==> src/common/dsd_pkg.sv <==
// Shared constants and types for the dual UART strap and direction block
package dsd_pkg;

  // Register map, byte addresses, one 32-bit word each
  localparam logic [7:0] REG_TXD   = 8'h00;  // Transmit byte (write)
  localparam logic [7:0] REG_RXD   = 8'h04;  // Receive byte (read, pops)
  localparam logic [7:0] REG_MCR   = 8'h08;  // modem_control_reg
  localparam logic [7:0] REG_ENHANCED_MODE_SELECT_REG  = 8'h0c;  // enhanced_mode_select_reg
  localparam logic [7:0] REG_FEATURE_CONTROL_REG  = 8'h10;  // feature_control_reg
  localparam logic [7:0] REG_STAT  = 8'h14;  // Channel status (read)
  localparam logic [7:0] CH_STRIDE = 8'h20;  // Channel B base
  localparam logic [7:0] REG_GLOB  = 8'h40;  // Strap and host status
  localparam logic [7:0] OFF_MASK  = 8'h1f;  // Offset within channel

  // Field positions
  localparam int MCR_PRE_BIT  = 7;  // Prescale override, 1 = divide by 4
  localparam int MCR_RTS_BIT  = 1;  // Request-to-send, 1 = pin low
  localparam int ENHANCED_MODE_SELECT_REG_INV_BIT = 3;  // Direction polarity invert
  localparam int FEATURE_CONTROL_REG_DIR_BIT = 3;  // Automatic direction enable
  localparam int FEATURE_CONTROL_REG_OS8_BIT = 6;  // 8x sampling when set

  // Timing counts
  localparam logic [1:0] PRE4_LAST  = 2'h3;  // Divide by 4 prescaler wrap
  localparam logic [3:0] OS16_LAST  = 4'hf;  // 16 samples per bit
  localparam logic [3:0] OS8_LAST   = 4'h7;  // 8 samples per bit
  localparam logic [3:0] OS16_HALF  = 4'h7;  // Mid start bit, 16x
  localparam logic [3:0] OS8_HALF   = 4'h3;  // Mid start bit, 8x
  localparam logic [3:0] FRAME_LAST = 4'h9;  // Start, 8 data, stop
  localparam logic [3:0] DATA_LAST  = 4'h8;  // Last data bit index
  localparam int CLK_NS      = 25;
  localparam int RST_MIN_NS  = 40;
  localparam int RST_MIN_CYC = (RST_MIN_NS + CLK_NS - 1) / CLK_NS;

  // FIFO geometry
  localparam int FIFO_DEPTH = 64;
  localparam int PTR_W      = 6;
  localparam int CNT_W      = 7;
  localparam logic [CNT_W-1:0] CNT_FULL = 7'h40;

  // Receiver states
  typedef enum logic [1:0] {
    RX_IDLE  = 2'b00,
    RX_START = 2'b01,
    RX_DATA  = 2'b10,
    RX_STOP  = 2'b11
  } dsd_rx_t;

  // Decoded parallel host access
  typedef struct packed {
    logic sel_a;
    logic sel_b;
    logic rd;
    logic wr;
    logic conflict;
  } dsd_host_t;

endpackage

==> src/design/dsd_chan.sv <==
// One serial channel: 64-byte FIFOs, transmitter and receiver
`timescale 1ns/1ps
module dsd_chan
  import dsd_pkg::*;
(
  // Clock and reset
  input  wire logic             clk,
  input  wire logic             arst_n,
  input  wire logic             srst,
  // Sample timing
  input  wire logic             tick,
  input  wire logic             os8,
  // Host side
  input  wire logic             tx_push,
  input  wire logic [7:0]       tx_byte,
  input  wire logic             rx_pop,
  output logic      [7:0]       rx_byte,
  output logic      [CNT_W-1:0] tx_level,
  output logic      [CNT_W-1:0] rx_level,
  output logic                  tx_load,
  output logic                  tx_idle,
  // Serial pins
  input  wire logic             rx_in,
  output logic                  tx_out
);

  logic [7:0]       txm [FIFO_DEPTH];  // Transmit FIFO storage
  logic [7:0]       rxm [FIFO_DEPTH];  // Receive FIFO storage
  logic [PTR_W-1:0] twp_q, twp_d, trp_q, trp_d, rwp_q, rwp_d, rrp_q, rrp_d;
  logic [CNT_W-1:0] tcnt_q, tcnt_d, rcnt_q, rcnt_d;
  logic [9:0]       tsh_q, tsh_d;      // Frame being shifted out
  logic [3:0]       tbit_q, tbit_d, ttc_q, ttc_d, rbit_q, rbit_d, rtc_q, rtc_d;
  logic             tact_q, tact_d, tx_q, tx_d;
  logic [7:0]       rsh_q, rsh_d;
  dsd_rx_t          rst_q, rst_d;
  logic             push_ok, rx_wr;
  logic [3:0]       os_last, os_half;

  assign os_last  = os8 ? OS8_LAST : OS16_LAST;
  assign os_half  = os8 ? OS8_HALF : OS16_HALF;
  assign push_ok  = tx_push && (tcnt_q != CNT_FULL);
  assign tx_load  = !tact_q && (tcnt_q != '0) && !srst;
  assign tx_idle  = !tact_q && (tcnt_q == '0);
  assign rx_byte  = rxm[rrp_q];
  assign tx_level = tcnt_q;
  assign rx_level = rcnt_q;
  assign tx_out   = tx_q;

  // Transmit FIFO and shifter next state
  always_comb
  begin
    twp_d  = twp_q + PTR_W'(push_ok);
    trp_d  = trp_q;
    tsh_d  = tsh_q;
    tbit_d = tbit_q;
    ttc_d  = ttc_q;
    tact_d = tact_q;
    if (tx_load)
    begin
      // Frame: stop, data LSB first, start
      tsh_d  = {1'b1, txm[trp_q], 1'b0};
      trp_d  = trp_q + 1'b1;
      tact_d = 1'b1;
      tbit_d = '0;
      ttc_d  = '0;
    end
    else if (tact_q && tick)
    begin
      if (ttc_q == os_last)
      begin
        ttc_d = '0;
        tsh_d = {1'b1, tsh_q[9:1]};
        // Idle only after the whole stop bit
        if (tbit_q == FRAME_LAST)
          tact_d = 1'b0;
        else
          tbit_d = tbit_q + 1'b1;
      end
      else
        ttc_d = ttc_q + 1'b1;
    end
    tcnt_d = tcnt_q + CNT_W'(push_ok) - CNT_W'(tx_load);
    tx_d   = tact_d ? tsh_d[0] : 1'b1;
    if (srst)
    begin
      // Line held high, FIFO emptied
      twp_d  = '0;
      trp_d  = '0;
      tcnt_d = '0;
      tact_d = 1'b0;
      tx_d   = 1'b1;
    end
  end

  // Receiver next state
  always_comb
  begin
    rst_d = rst_q;
    rsh_d = rsh_q;
    rbit_d = rbit_q;
    rtc_d = rtc_q;
    rx_wr = 1'b0;
    case (rst_q)
      RX_IDLE:
      begin
        rtc_d = '0;
        rbit_d = '0;
        if (!rx_in)
          rst_d = RX_START;
      end
      RX_START:
        if (tick)
        begin
          rtc_d = rtc_q + 1'b1;
          if (rtc_q == os_half)
          begin
            // False start if line went back high
            rst_d = rx_in ? RX_IDLE : RX_DATA;
            rtc_d = '0;
          end
        end
      RX_DATA:
        if (tick)
        begin
          rtc_d = rtc_q + 1'b1;
          if (rtc_q == os_last)
          begin
            rtc_d  = '0;
            rsh_d  = {rx_in, rsh_q[7:1]};
            rbit_d = rbit_q + 1'b1;
            if (rbit_q == DATA_LAST - 1'b1)
              rst_d = RX_STOP;
          end
        end
      RX_STOP:
        if (tick)
        begin
          rtc_d = rtc_q + 1'b1;
          if (rtc_q == os_last)
          begin
            rst_d = RX_IDLE;
            rx_wr = rx_in && (rcnt_q != CNT_FULL);
          end
        end
      default:
        rst_d = RX_IDLE;
    endcase
    rwp_d  = rwp_q + PTR_W'(rx_wr);
    rrp_d  = rrp_q + PTR_W'(rx_pop && (rcnt_q != '0));
    rcnt_d = rcnt_q + CNT_W'(rx_wr) - CNT_W'(rx_pop && (rcnt_q != '0));
    if (srst)
    begin
      // Receive input ignored during reset
      rst_d  = RX_IDLE;
      rx_wr  = 1'b0;
      rwp_d  = '0;
      rrp_d  = '0;
      rcnt_d = '0;
    end
  end

  // FIFO storage, no reset needed
  always_ff @(posedge clk)
  begin
    if (push_ok && !srst)
      txm[twp_q] <= tx_byte;
    if (rx_wr)
      rxm[rwp_q] <= rsh_q;
  end

  // State registers
  always_ff @(posedge clk or negedge arst_n)
  begin
    if (!arst_n)
    begin
      {twp_q, trp_q, rwp_q, rrp_q} <= '0;
      {tcnt_q, rcnt_q} <= '0;
      tsh_q  <= '1;
      {tbit_q, ttc_q, rbit_q, rtc_q} <= '0;
      tact_q <= 1'b0;
      tx_q   <= 1'b1;
      rsh_q  <= '0;
      rst_q  <= RX_IDLE;
    end
    else
    begin
      {twp_q, trp_q, rwp_q, rrp_q} <= {twp_d, trp_d, rwp_d, rrp_d};
      {tcnt_q, rcnt_q} <= {tcnt_d, rcnt_d};
      tsh_q  <= tsh_d;
      {tbit_q, ttc_q, rbit_q, rtc_q} <= {tbit_d, ttc_d, rbit_d, rtc_d};
      tact_q <= tact_d;
      tx_q   <= tx_d;
      rsh_q  <= rsh_d;
      rst_q  <= rst_d;
    end
  end

endmodule

==> src/design/dsd_top.sv <==
// Dual UART straps, host decode, prescaler and RS-485 direction top
`timescale 1ns/1ps

// What this block does
// - Bus style strap high selects strobe host bus
// - Each style decodes its own host pins
// - One host interface, independent channel registers
// - Prescaler strap sampled at reset, high divides 1
// - Modem control bit 7 overrides prescale choice
// - Duplex strap low makes RTS direction outputs
// - Direction low transmitting, polarity bit inverts
// - Feature bit 3 matters only with strap high
// - Receive state only after last stop bit
// - Byte loaded into transmitter restores transmit state
// - Automatic direction off after reset until enabled
// - Reset pin polarity follows bus style strap
// - Reset holds TX high, ignores RX, defaults
// - Each channel has 64-byte transmit/receive FIFOs
// - Receiver samples 16x or 8x per bit
// - Strobe style selects; both only for writes
// - Line style: address bit picks channel
module dsd_top
  import dsd_pkg::*;
(
  // Clock and reset
  input  wire logic        CLOCK,
  input  wire logic        ARST_N,
  // APB slave
  input  wire logic        PSEL,
  input  wire logic        PENABLE,
  input  wire logic        PWRITE,
  input  wire logic [7:0]  PADDR,
  input  wire logic [31:0] PWDATA,
  output logic      [31:0] PRDATA,
  output logic             PREADY,
  output logic             PSLVERR,
  // Straps and reset pin
  input  wire logic        BUS_STYLE_STRAP,
  input  wire logic        PRESCALER_STRAP,
  input  wire logic        HALF_DUPLEX_STRAP_N,
  input  wire logic        RESET_PIN,
  // Parallel host bus
  input  wire logic        READ_STROBE_N,
  input  wire logic        WRITE_STROBE_N,
  input  wire logic        CHAN_A_SELECT_N,
  input  wire logic        CHAN_B_SELECT_N,
  input  wire logic        READ_NOT_WRITE,
  input  wire logic        CHIP_SELECT_N,
  input  wire logic        CHANNEL_ADDRESS_BIT,
  output logic             HOST_SEL_A,
  output logic             HOST_SEL_B,
  output logic             HOST_RD,
  output logic             HOST_WR,
  // Serial pins
  input  wire logic        RX_A,
  input  wire logic        RX_B,
  output logic             TX_A,
  output logic             TX_B,
  output logic             RTS_N_A,
  output logic             RTS_N_B
);

  // Address match for one channel register
  function automatic logic dsd_hit(logic [7:0] a, logic ch, logic [7:0] off);
    dsd_hit = (a == ((ch ? CH_STRIDE : 8'h00) | off));
  endfunction

  // Host pin decode under either bus style
  function automatic dsd_host_t dsd_host_dec(logic style, logic rd_n, logic wr_n,
                                             logic ca_n, logic cb_n, logic rnw,
                                             logic cs_n, logic a3);
    dsd_host_t h;
    h = '0;
    if (style)
    begin
      h.sel_a = !ca_n;
      h.sel_b = !cb_n;
      h.conflict = !ca_n && !cb_n && !rd_n;
      h.rd = !rd_n && (h.sel_a ^ h.sel_b);
      h.wr = !wr_n && (h.sel_a || h.sel_b);
    end
    else
    begin
      h.sel_a = !cs_n && !a3;
      h.sel_b = !cs_n && a3;
      h.rd = !cs_n && rnw;
      h.wr = !cs_n && !rnw;
    end
    dsd_host_dec = h;
  endfunction

  logic             srst_q, srst_d;         // Pin reset in force
  logic             boot_q;                 // First cycle after async reset seen
  logic             strap_q, strap_d;       // Latched prescaler strap
  logic [1:0]       pre_sel_q, pre_sel_d;   // 1 = divide by 4, per channel
  logic [1:0]       mcr_pre_q, mcr_pre_d;
  logic [1:0]       mcr_rts_q, mcr_rts_d;
  logic [1:0]       enhanced_mode_select_reg_q, enhanced_mode_select_reg_d;         // Direction polarity invert
  logic [1:0]       fdir_q, fdir_d;         // Automatic direction enable
  logic [1:0]       fos8_q, fos8_d;         // 8x sampling
  logic [1:0][1:0]  pre_cnt_q, pre_cnt_d;
  logic [1:0]       xmit_q, xmit_d;         // Direction state, 1 = transmit
  logic [1:0]       rts_q, rts_d;
  logic [1:0]       dir_mode, tick, tx_push, rx_pop, tx_load, tx_idle, tx_w;
  logic [1:0][7:0]  rx_byte;
  logic [1:0][CNT_W-1:0] tx_lvl, rx_lvl;
  logic [31:0]      rdat_d;
  logic             rdy_d, err_d, wr_go, rd_go;
  dsd_host_t        host_q, host_d;
  logic [7:0]       off;

  assign wr_go = PSEL && PENABLE && PREADY && PWRITE;
  assign rd_go = PSEL && PENABLE && PREADY && !PWRITE;
  assign off   = PADDR & OFF_MASK;
  assign TX_A  = tx_w[0];
  assign TX_B  = tx_w[1];
  assign HOST_SEL_A = host_q.sel_a;
  assign HOST_SEL_B = host_q.sel_b;
  assign HOST_RD = host_q.rd;
  assign HOST_WR = host_q.wr;
  assign RTS_N_A = rts_q[0];
  assign RTS_N_B = rts_q[1];

  // Reset pin polarity and host decode follow the bus style strap
  always_comb
  begin
    srst_d = BUS_STYLE_STRAP ? RESET_PIN : !RESET_PIN;
    host_d = dsd_host_dec(BUS_STYLE_STRAP, READ_STROBE_N,
                          WRITE_STROBE_N, CHAN_A_SELECT_N, CHAN_B_SELECT_N,
                          READ_NOT_WRITE, CHIP_SELECT_N, CHANNEL_ADDRESS_BIT);
  end

  // Control registers, prescale latch, per-channel prescaler
  always_comb
  begin
    strap_d   = strap_q;
    pre_sel_d = pre_sel_q;
    mcr_pre_d = mcr_pre_q;
    mcr_rts_d = mcr_rts_q;
    enhanced_mode_select_reg_d    = enhanced_mode_select_reg_q;
    fdir_d    = fdir_q;
    fos8_d    = fos8_q;
    if (!boot_q || srst_q)
    begin
      strap_d   = PRESCALER_STRAP;
      pre_sel_d = {2{!PRESCALER_STRAP}};
    end
    for (int ch = 0; ch < 2; ch++)
    begin
      tx_push[ch] = wr_go && dsd_hit(PADDR, 1'(ch), REG_TXD);
      rx_pop[ch]  = rd_go && dsd_hit(PADDR, 1'(ch), REG_RXD);
      if (wr_go && dsd_hit(PADDR, 1'(ch), REG_MCR))
      begin
        mcr_pre_d[ch] = PWDATA[MCR_PRE_BIT];
        mcr_rts_d[ch] = PWDATA[MCR_RTS_BIT];
        pre_sel_d[ch] = PWDATA[MCR_PRE_BIT];
      end
      if (wr_go && dsd_hit(PADDR, 1'(ch), REG_ENHANCED_MODE_SELECT_REG))
        enhanced_mode_select_reg_d[ch] = PWDATA[ENHANCED_MODE_SELECT_REG_INV_BIT];
      if (wr_go && dsd_hit(PADDR, 1'(ch), REG_FEATURE_CONTROL_REG))
      begin
        fdir_d[ch] = PWDATA[FEATURE_CONTROL_REG_DIR_BIT];
        fos8_d[ch] = PWDATA[FEATURE_CONTROL_REG_OS8_BIT];
      end
      // Divide by 1 ticks every clock, divide by 4 every fourth
      pre_cnt_d[ch] = pre_sel_q[ch] ? pre_cnt_q[ch] + 2'h1 : 2'h0;
      tick[ch] = !pre_sel_q[ch] || (pre_cnt_q[ch] == PRE4_LAST);
      // Strap low forces direction mode; else feature bit decides
      dir_mode[ch] = !HALF_DUPLEX_STRAP_N || fdir_q[ch];
    end
    if (srst_q)
    begin
      // Registers to defaults, prescale comes from strap
      {mcr_pre_d, mcr_rts_d, enhanced_mode_select_reg_d, fdir_d, fos8_d} = '0;
      // A write during reset must not beat the strap reload
      pre_sel_d = {2{!PRESCALER_STRAP}};
      pre_cnt_d = '0;
      tx_push = '0;
      rx_pop = '0;
    end
  end

  // Direction state and request-to-send pins
  always_comb
  begin
    for (int ch = 0; ch < 2; ch++)
    begin
      if (tx_load[ch])
        xmit_d[ch] = 1'b1;
      else if (tx_idle[ch])
        xmit_d[ch] = 1'b0;
      else
        xmit_d[ch] = xmit_q[ch];
      // Low for transmit, high for receive, optionally inverted
      if (dir_mode[ch])
        rts_d[ch] = !xmit_q[ch] ^ enhanced_mode_select_reg_q[ch];
      else
        rts_d[ch] = !mcr_rts_q[ch];
    end
    if (srst_q)
    begin
      xmit_d = '0;
      rts_d  = '1;
    end
  end

  // APB read data and answer, registered during setup
  always_comb
  begin
    rdy_d  = PSEL && !PENABLE;
    err_d  = 1'b0;
    rdat_d = '0;
    if (PADDR == REG_GLOB)
      rdat_d = {27'h0, host_q.conflict, srst_q, HALF_DUPLEX_STRAP_N,
                strap_q, BUS_STYLE_STRAP};
    else if (PADDR < REG_GLOB)
    begin
      case (off)
        REG_TXD:  rdat_d = '0;
        REG_RXD:  rdat_d = {24'h0, rx_byte[PADDR[5]]};
        REG_MCR:  rdat_d = {24'h0, mcr_pre_q[PADDR[5]], 5'h0, mcr_rts_q[PADDR[5]], 1'b0};
        REG_ENHANCED_MODE_SELECT_REG: rdat_d = {28'h0, enhanced_mode_select_reg_q[PADDR[5]], 3'h0};
        REG_FEATURE_CONTROL_REG: rdat_d = {24'h0, 1'b0, fos8_q[PADDR[5]], 2'h0, fdir_q[PADDR[5]], 3'h0};
        REG_STAT: rdat_d = {9'h0, rx_lvl[PADDR[5]], 1'b0, tx_lvl[PADDR[5]],
                            4'h0, pre_sel_q[PADDR[5]], dir_mode[PADDR[5]],
                            tx_idle[PADDR[5]], xmit_q[PADDR[5]]};
        default:  err_d = 1'b1;
      endcase
    end
    else
      err_d = 1'b1;
    if (!rdy_d)
    begin
      err_d  = 1'b0;
      rdat_d = PRDATA;
    end
  end

  // All top-level registers
  always_ff @(posedge CLOCK or negedge ARST_N)
  begin
    if (!ARST_N)
    begin
      srst_q    <= 1'b0;
      boot_q    <= 1'b0;
      strap_q   <= 1'b0;
      pre_sel_q <= '0;
      {mcr_pre_q, mcr_rts_q, enhanced_mode_select_reg_q, fdir_q, fos8_q} <= '0;
      pre_cnt_q <= '0;
      xmit_q    <= '0;
      rts_q     <= '1;
      host_q    <= '0;
      PRDATA    <= '0;
      PREADY    <= 1'b0;
      PSLVERR   <= 1'b0;
    end
    else
    begin
      srst_q    <= srst_d;
      boot_q    <= 1'b1;
      strap_q   <= strap_d;
      pre_sel_q <= pre_sel_d;
      {mcr_pre_q, mcr_rts_q, enhanced_mode_select_reg_q, fdir_q, fos8_q} <=
        {mcr_pre_d, mcr_rts_d, enhanced_mode_select_reg_d, fdir_d, fos8_d};
      pre_cnt_q <= pre_cnt_d;
      xmit_q    <= xmit_d;
      rts_q     <= rts_d;
      host_q    <= host_d;
      PRDATA    <= rdat_d;
      PREADY    <= rdy_d;
      PSLVERR   <= err_d;
    end
  end

  // Two independent channels with 64-byte FIFOs
  for (genvar ch = 0; ch < 2; ch++)
  begin : g_ch
    dsd_chan u_chan (
      .clk      (CLOCK),
      .arst_n   (ARST_N),
      .srst     (srst_q),
      .tick     (tick[ch]),
      .os8      (fos8_q[ch]),
      .tx_push  (tx_push[ch]),
      .tx_byte  (PWDATA[7:0]),
      .rx_pop   (rx_pop[ch]),
      .rx_byte  (rx_byte[ch]),
      .tx_level (tx_lvl[ch]),
      .rx_level (rx_lvl[ch]),
      .tx_load  (tx_load[ch]),
      .tx_idle  (tx_idle[ch]),
      .rx_in    (ch == 0 ? RX_A : RX_B),
      .tx_out   (tx_w[ch])
    );
  end
endmodule

==> config.mk <==
export PLATFORM = sky130hd
export DESIGN_NAME = dsd_top
export DESIGN_NICKNAME = d
export VERILOG_FILES = /design/src/common/dsd_pkg.sv /design/src/design/dsd_chan.sv /design/src/design/dsd_top.sv
export SDC_FILE = /design/constraint.sdc
export NUM_CORES = 2
export LEC_CHECK = 0
export BUFFER_PORTS_ARGS = -buffer_cell sky130_fd_sc_hd__buf_2
export CAP_MARGIN = 15
export CORE_MARGIN = 8
export CORE_UTILIZATION = 34
export DETAILED_ROUTE_END_ITERATION = 12
export GPL_ROUTABILITY_DRIVEN = 1
export SLEW_MARGIN = 5
export SYNTH_ARGS = -nofsm -noshare
export SYNTH_HDL_FRONTEND = slang
export SYNTH_SLANG_ARGS = --single-unit
==> constraint.sdc <==
create_clock -name CLOCK -period 8.6 [get_ports CLOCK]
set_input_delay 2.15 -clock CLOCK [delete_from_list [all_inputs] [get_ports CLOCK]]
set_output_delay 2.15 -clock CLOCK [all_outputs]
set_load 0.02 [all_outputs]
; ---- Word level (Yosys, flattened, before mapping)
; Memories as Yosys holds them, arrays and structs flattened.
; Index checks and enable logic that the tools add are counted.
[op_classes]
n_mux = 174
n_eq_ne = 63
n_lt_le_gt_ge = 2
n_reduce_logical = 108
addsub = 26
n_bitwise = 3
[op_table]
columns = cell, count
row1 = $mux W4, 32
row2 = $pmux W23 S5, 1
row3 = $mux W1, 72
row4 = $mux W2, 33
row5 = $mux W10, 6
row6 = $mux W6, 10
row7 = $mux W7, 8
row8 = $mux W23, 2
row9 = $ne A3 B2 Y1 const B, 14
row10 = $eq A8 B6 Y1 const B, 5
row11 = $logic_and A1 B1 Y1, 39
row12 = $add A6 B1 Y6, 6
row13 = $add A4 B1 Y4 const B, 8
row14 = $pmux W4 S4, 2
row15 = $add A7 B1 Y7, 4
row16 = $ne A7 B7 Y1 const B, 4
row17 = $reduce_bool A2 Y1, 14
row18 = $reduce_bool A7 Y1, 4
row19 = $sub A7 B1 Y7, 4
row20 = $eq A4 B4 Y1, 6
row21 = $reduce_and A3 Y1, 8
row22 = $logic_not A1 Y1, 22
row23 = $ne A2 B1 Y1 const B, 10
row24 = $eq A8 B4 Y1 const B, 2
row25 = 28 further kinds, 60
[word_totals]
in_bits = 58
output_inout_bits = 42
wordCells = 440
memories = 4
regBits = 214
ram_bits = 2048
[memory_table]
columns = memory, words, word_bits, read_ports, rd_clocked_by_memory_dff, write_ports, line
row1 = g_ch[0].u_chan.rxm, 64, 8, 1, 0, 1, dsd_chan.sv:28  ; logic [7:0] rxm [FIFO_DEPTH];
row2 = g_ch[0].u_chan.txm, 64, 8, 1, 0, 1, dsd_chan.sv:27  ; logic [7:0] txm [FIFO_DEPTH];
row3 = g_ch[1].u_chan.rxm, 64, 8, 1, 0, 1, dsd_chan.sv:28
row4 = g_ch[1].u_chan.txm, 64, 8, 1, 0, 1, dsd_chan.sv:27

; ---- Depth between registers and ports, before layout
[logic_depth]
depth_word = 9
ltp_mapped = 18
depth_no_buf = 17

; ---- Hierarchy
; Synthesis repeated with hierarchy kept, for this count alone.
[unflattened]
cells_unflattened = 4548
hier_area_um2 = 89837.4
[modules_own_cells]
columns = mod, cells_per_inst, area_per_inst_um2, seq_area_each_um2, instances
row1 = dsd_chan (g_ch[1].u_chan), 2134, 43516.7, 32665.1, 1
row2 = dsd_chan (g_ch[0].u_chan), 2135, 43489.2, 32665.1, 1
row3 = dsd_top, 279, 2831.5, 1303.8, 1

; ---- Least setup slack after synthesis
; Ideal clock, no wire load.
[synth_timing]
path_kind = input to register
start = in PADDR[3]
end = reg g_ch[1].u_chan.rcnt_q[6]
path_slack_ps = 3252
n_path_buf = 2
t_required_ps = 8464
arrival_ps = 5212
path_stages = 15
path_cell_list = clkbuf_1 or4b_4 or4_1 buf_2 or3_1 nand2_1 ha_1 inv_1 fa_1 nand2b_1 a21oi_1 o21ai_1 a21oi_1 or3_1 a21oi_1
[synth_between]
elab_chain_cells = 6
[synth_lines]
columns = element, line
row1 = from (decl), dsd_top.sv:32  ; input wire logic [7:0] PADDR,
row2 = $eq A8 B6 Y1, dsd_top.sv:65  ; dsd_hit = (a == ((ch ? CH_STRIDE : 8'h00) | off));
row3 = $logic_and A1 B1 Y1, dsd_top.sv:151  ; rx_pop[ch] = rd_go && dsd_hit(PADDR, 1'(ch), REG_RXD);
row4 = $mux W2, dsd_top.sv:171  ; if (srst_q)
row5 = $logic_and A1 B1 Y1, dsd_chan.sv:150  ; rcnt_d = rcnt_q + CNT_W'(rx_wr) - CNT_W'(rx_pop && (rcnt_q != '0));
row6 = $sub A7 B1 Y7, dsd_chan.sv:150
row7 = $mux W7, dsd_chan.sv:151  ; if (srst)
row8 = net g_ch[1].u_chan.rcnt_d[6], dsd_chan.sv:30  ; logic [CNT_W-1:0] tcnt_q, tcnt_d, rcnt_q, rcnt_d;
row9 = to (signal assigned), dsd_chan.sv:188  ; {tcnt_q, rcnt_q} <= {tcnt_d, rcnt_d};
row10 = to (decl), dsd_chan.sv:30
; The timed path passes the listed nets, and every way through them passes these cells.
; A chain may end at the register's enable or synchronous reset.

; ---- Worst setup path after layout
[layout_timing]
start = in PADDR[1]
end = mem g_ch[1].u_chan.txm[12][0] (enable)
[layout_between]
elab_chain_cells = 7
[layout_lines]
columns = element, line
row1 = $eq A8 B6 Y1, dsd_top.sv:65
row2 = $logic_and A1 B1 Y1, dsd_top.sv:150  ; tx_push[ch] = wr_go && dsd_hit(PADDR, 1'(ch), REG_TXD);
row3 = $mux W2, dsd_top.sv:171
row4 = $logic_and A1 B1 Y1, dsd_chan.sv:41  ; assign push_ok = tx_push && (tcnt_q != CNT_FULL);
row5 = $logic_and A1 B1 Y1, dsd_chan.sv:165  ; if (push_ok && !srst)
row6 = $mux W1, dsd_chan.sv:165
row7 = $mux W1 (not written as such), dsd_chan.sv:166  ; txm[twp_q] <= tx_byte;
row8 = to (decl), dsd_chan.sv:27
; No other way between the ends.

==> results.md <==
- # H-tree levels: 4
- Clock Skew: roughly 0.06 ns
- EDFF count, synth: around 2,000
- DRT Pass-1 Iters: 6
- Remaining Overflow, GRT: 0
- Maximum vdd ir drop: 0.209 mV
- Initial antenna violation count: 3
- CP Cell Sequence: buf_2, or4_1, nor3_1, and3_1, nor2b_1, nand3b_1, nor2_1
- Relative slew slack: approximately 26%
- Via-to-Cell Ratio: 5.19
- Gpl congestion: around 0.8
- RSZ-0062 raised after global routing: no
- First-pass GRT wire length: 313,000 µm
- Critical path's top delay family: simple AND/OR/NAND/NOR gates
- Largest net degree at the start of global routing: around 110
- Clock-pin slew on the worst setup and hold paths: roughly 0.060 ns
- Post-CTS setup buffer count: 0
- CTS tree: done
- Max_cap viols: 0
- FP Rows: between 150 and 200
- Remaining DRCs: 0
- Post-DP HPWL: 128,000 µm
- Initial Utilization: between 30% and 40%
- Initial DRC Count: between 4,000 and 5,000
- PortBufs: 65
- Slew Viols, Final: 0
- Number of routed nets with antenna violations: 0
- P_leak: roughly 34 nW
- CP max stage cell: nor2_1
- Fin cells: 8,743
- Nets: roughly 5,000
- Number of synthesized register bits: approximately 2,300
- Setup tns final: 0 ns
- DR WL/cell: about 24 µm
- Final WL: roughly 210,000 µm
- Worst EP required: between 9 and 10 ns
- Worst-path fanout max: 8
- Die Ht: 531 µm
- Cts hold-fix bufs: 0
- Final hold violations: 0
- Main synth FF type: edfxtp_1
- Clock root buffer: clkbuf_16
- All-Layer GR Usage: approximately 14%
- Layout cells sized above 1: between 10% and 20%
- Area growth syn-to-layout: 13.1%
- Post-synth cell types: between 80 and 90
- Worst slew pin tran: between 1 and 1.5 ns
- Cell count after synthesis: ~5,000
- Final setup vio count: 0
- Crit path kind: in2reg
- Bufs and invs on worst path: 1
- Synthesized area: 90,300 µm²
- Core Area: between 200,000 and 300,000 µm²
- CP startpoint kind: input port
- CP endpoint kind: flop
- Sequential share of the synthesized area: roughly 74%
- Vias post-DR: about 45,000
- F_max: approximately 180 MHz
- Die X: ~530 µm
- Async SR Flop Fraction: between 9 and 10%
- Crit path time final: 5.64 ns
- Synth warn: 0
- Tcrit/Tclk final: approximately two thirds
- Dpl cells: between 8,000 and 9,000
- PwrDens: approximately 240 nW/µm²
- Later-pin clock latency in the skew report: about 0.87 ns
- Io pins: 100
- Worst endpoint data arrival time: just over 6 ns
- TritonCTS Buffers: 228
- Crit-path max cell delay: between 0.8 and 0.9 ns
- Hold crit path type: reg2reg
- Max clock buf depth: 3
- Avg Inst Size Synth: about 18 µm²
- Status: complete, no violations
- Resized Gates After CTS: 0
- Die area: 282,000 µm²
- Number of global-route vias before repair: 46,500
- Clock sink count: roughly 2,300
-- cells in the mapped netlist, types with 39 or more instances --
cell type	count	area share, %
a21oi_1	127	0.70
nand2_1	182	0.76
mux4_2	422	11
buf_2	44	0.24
o22ai_1	62	0.43
xor2_1	39	0.38
inv_1	58	0.24
nor2_1	395	1.6
dfrtp_1	180	5.0
ha_1	60	0.83
clkbuf_1	148	0.61
nand3_1	58	0.32
buf_1	40	0.17
mux2i_1	334	3.7
edfxtp_1	2048	68
buf_4	44	0.37
nor3_1	49	0.27
o221ai_1	144	1.4
-- through the flow --
| stage | cell area [µm²] | setup WS, ns | total power (W) | util (%) | hold slack, ns |
|---|---|---|---|---|---|
| 2_1_floorplan | 90400 | 3.25 | 0.0141 | - | 0.414 |
| 3_3_place_gp | 94400 | 2.26 | 0.0148 | 35.7 | 0.424 |
| 3_5_place_dp | 94400 | 2.14 | 0.0149 | 35.7 | 0.428 |
| 4_1_cts | 102000 | 3.02 | 0.0249 | 38.6 | 0.444 |
| 5_1_grt | 102000 | 2.98 | 0.0255 | 38.6 | 0.468 |
| 6_report | 102000 | 2.96 | 0.0246 | 38.6 | 0.439 |
-- final timing paths --
path / startpoint / endpoint / slack, ns / cells past startpoint
worst min-delay path: pre_cnt_q[2]$_DFF_PN0_ / pre_cnt_q[2]$_DFF_PN0_ / 0.44 / 1
worst max register to register: g_ch[0].u_chan.tx_level[2]$_DFF_PN0_ / g_ch[0].u_chan.tx_level[6]$_DFF_PN0_ / 4.12 / 17
min in group asynchronous: ARST_N / g_ch[0].u_chan.rwp_q[3]$_DFF_PN0_ / 1.24 / 1
max in group asynchronous: ARST_N / srst_q$_DFF_PN0_ / 5.67 / 3
worst max-delay path: PADDR[1] / g_ch[1].u_chan.txm[12][0]$_DFFE_PP_ / 2.96 / 7
worst min register to register: pre_cnt_q[2]$_DFF_PN0_ / pre_cnt_q[2]$_DFF_PN0_ / 0.44 / 1
-- flip-flops by register name (all words and copies together), names as in the netlist, 14 cells and up --
register              flops
PRDATA                   22
g_ch.u_chan.tsh_q        20
g_ch.u_chan.rsh_q        16
g_ch.u_chan.txm        1024
g_ch.u_chan.tx_level     14
g_ch.u_chan.rx_level     14
g_ch.u_chan.rxm        1024
-- cell type report --
cell class | count | area, µm²
Fill cell | 23700 | 162000
Sequential cell | 2252 | 66700
Multi-Input combinational cell | 2312 | 22200
Clock buffer | 300 | 6100
Tap cell | 3533 | 4420
Clock inverter | 130 | 1560
Timing Repair Buffer | 136 | 961
Inverter | 70 | 263
Antenna cell | 10 | 25.0
-- metal layers --
metal | part of all wire [%] | vias up | track usage (%) | wire length, µm
li1 | - | 19900 | - | -
met1 | 42 | 23600 | 19.5 | 88900
met2 | 49 | 1412 | 23.8 | 103000
met3 | 5.9 | 362 | 2.60 | 12600
met4 | 3.4 | 0 | 4.96 | 7130
met5 | 0 | - | 0 | 0
-- where the power goes --
group | switching (W) | internal [W] | total, W | leakage (nW)
logic | 0.00124 | 0.00112 | 0.00236 | 6.75
registers | 0.000246 | 0.0120 | 0.0122 | 23.3
clock network | 0.00420 | 0.00585 | 0.0100 | 3.71
total | 0.00568 | 0.0190 | 0.0246 | 33.7
-- cell usage in the layout (no fill, tap or decap), types with 60 or more instances in the layout --
cell type  count
edfxtp_1    2048
mux4_2       422
nor2_1       395
mux2i_1      334
clkbuf_16    231
nand2_1      179
dfrtp_1      154
o221ai_1     144
a21oi_1      127
buf_4         71
clkbuf_1      63
o22ai_1       62
ha_1          60
-- logic make-up (layout without fill, tap and decap cells) --
| kind of cell | Yosys count | in the layout | share of synthesized area, % |
|---|---|---|---|
| AOI/OAI and AO/OA | 519 | 519 | 3.95 |
| xor gates and xnor gates | 69 | 69 | 0.669 |
| adders and majority gates | 64 | 64 | 0.920 |
| buffers and inverters | 353 | 636 | 1.77 |
| DFF | 2252 | 2252 | 73.8 |
| muxes | 776 | 776 | 14.5 |
| other | 2 | 21 | 0.00831 |
| and+or+nand+nor | 873 | 873 | 4.46 |
(Power assumes the default switching activity.)
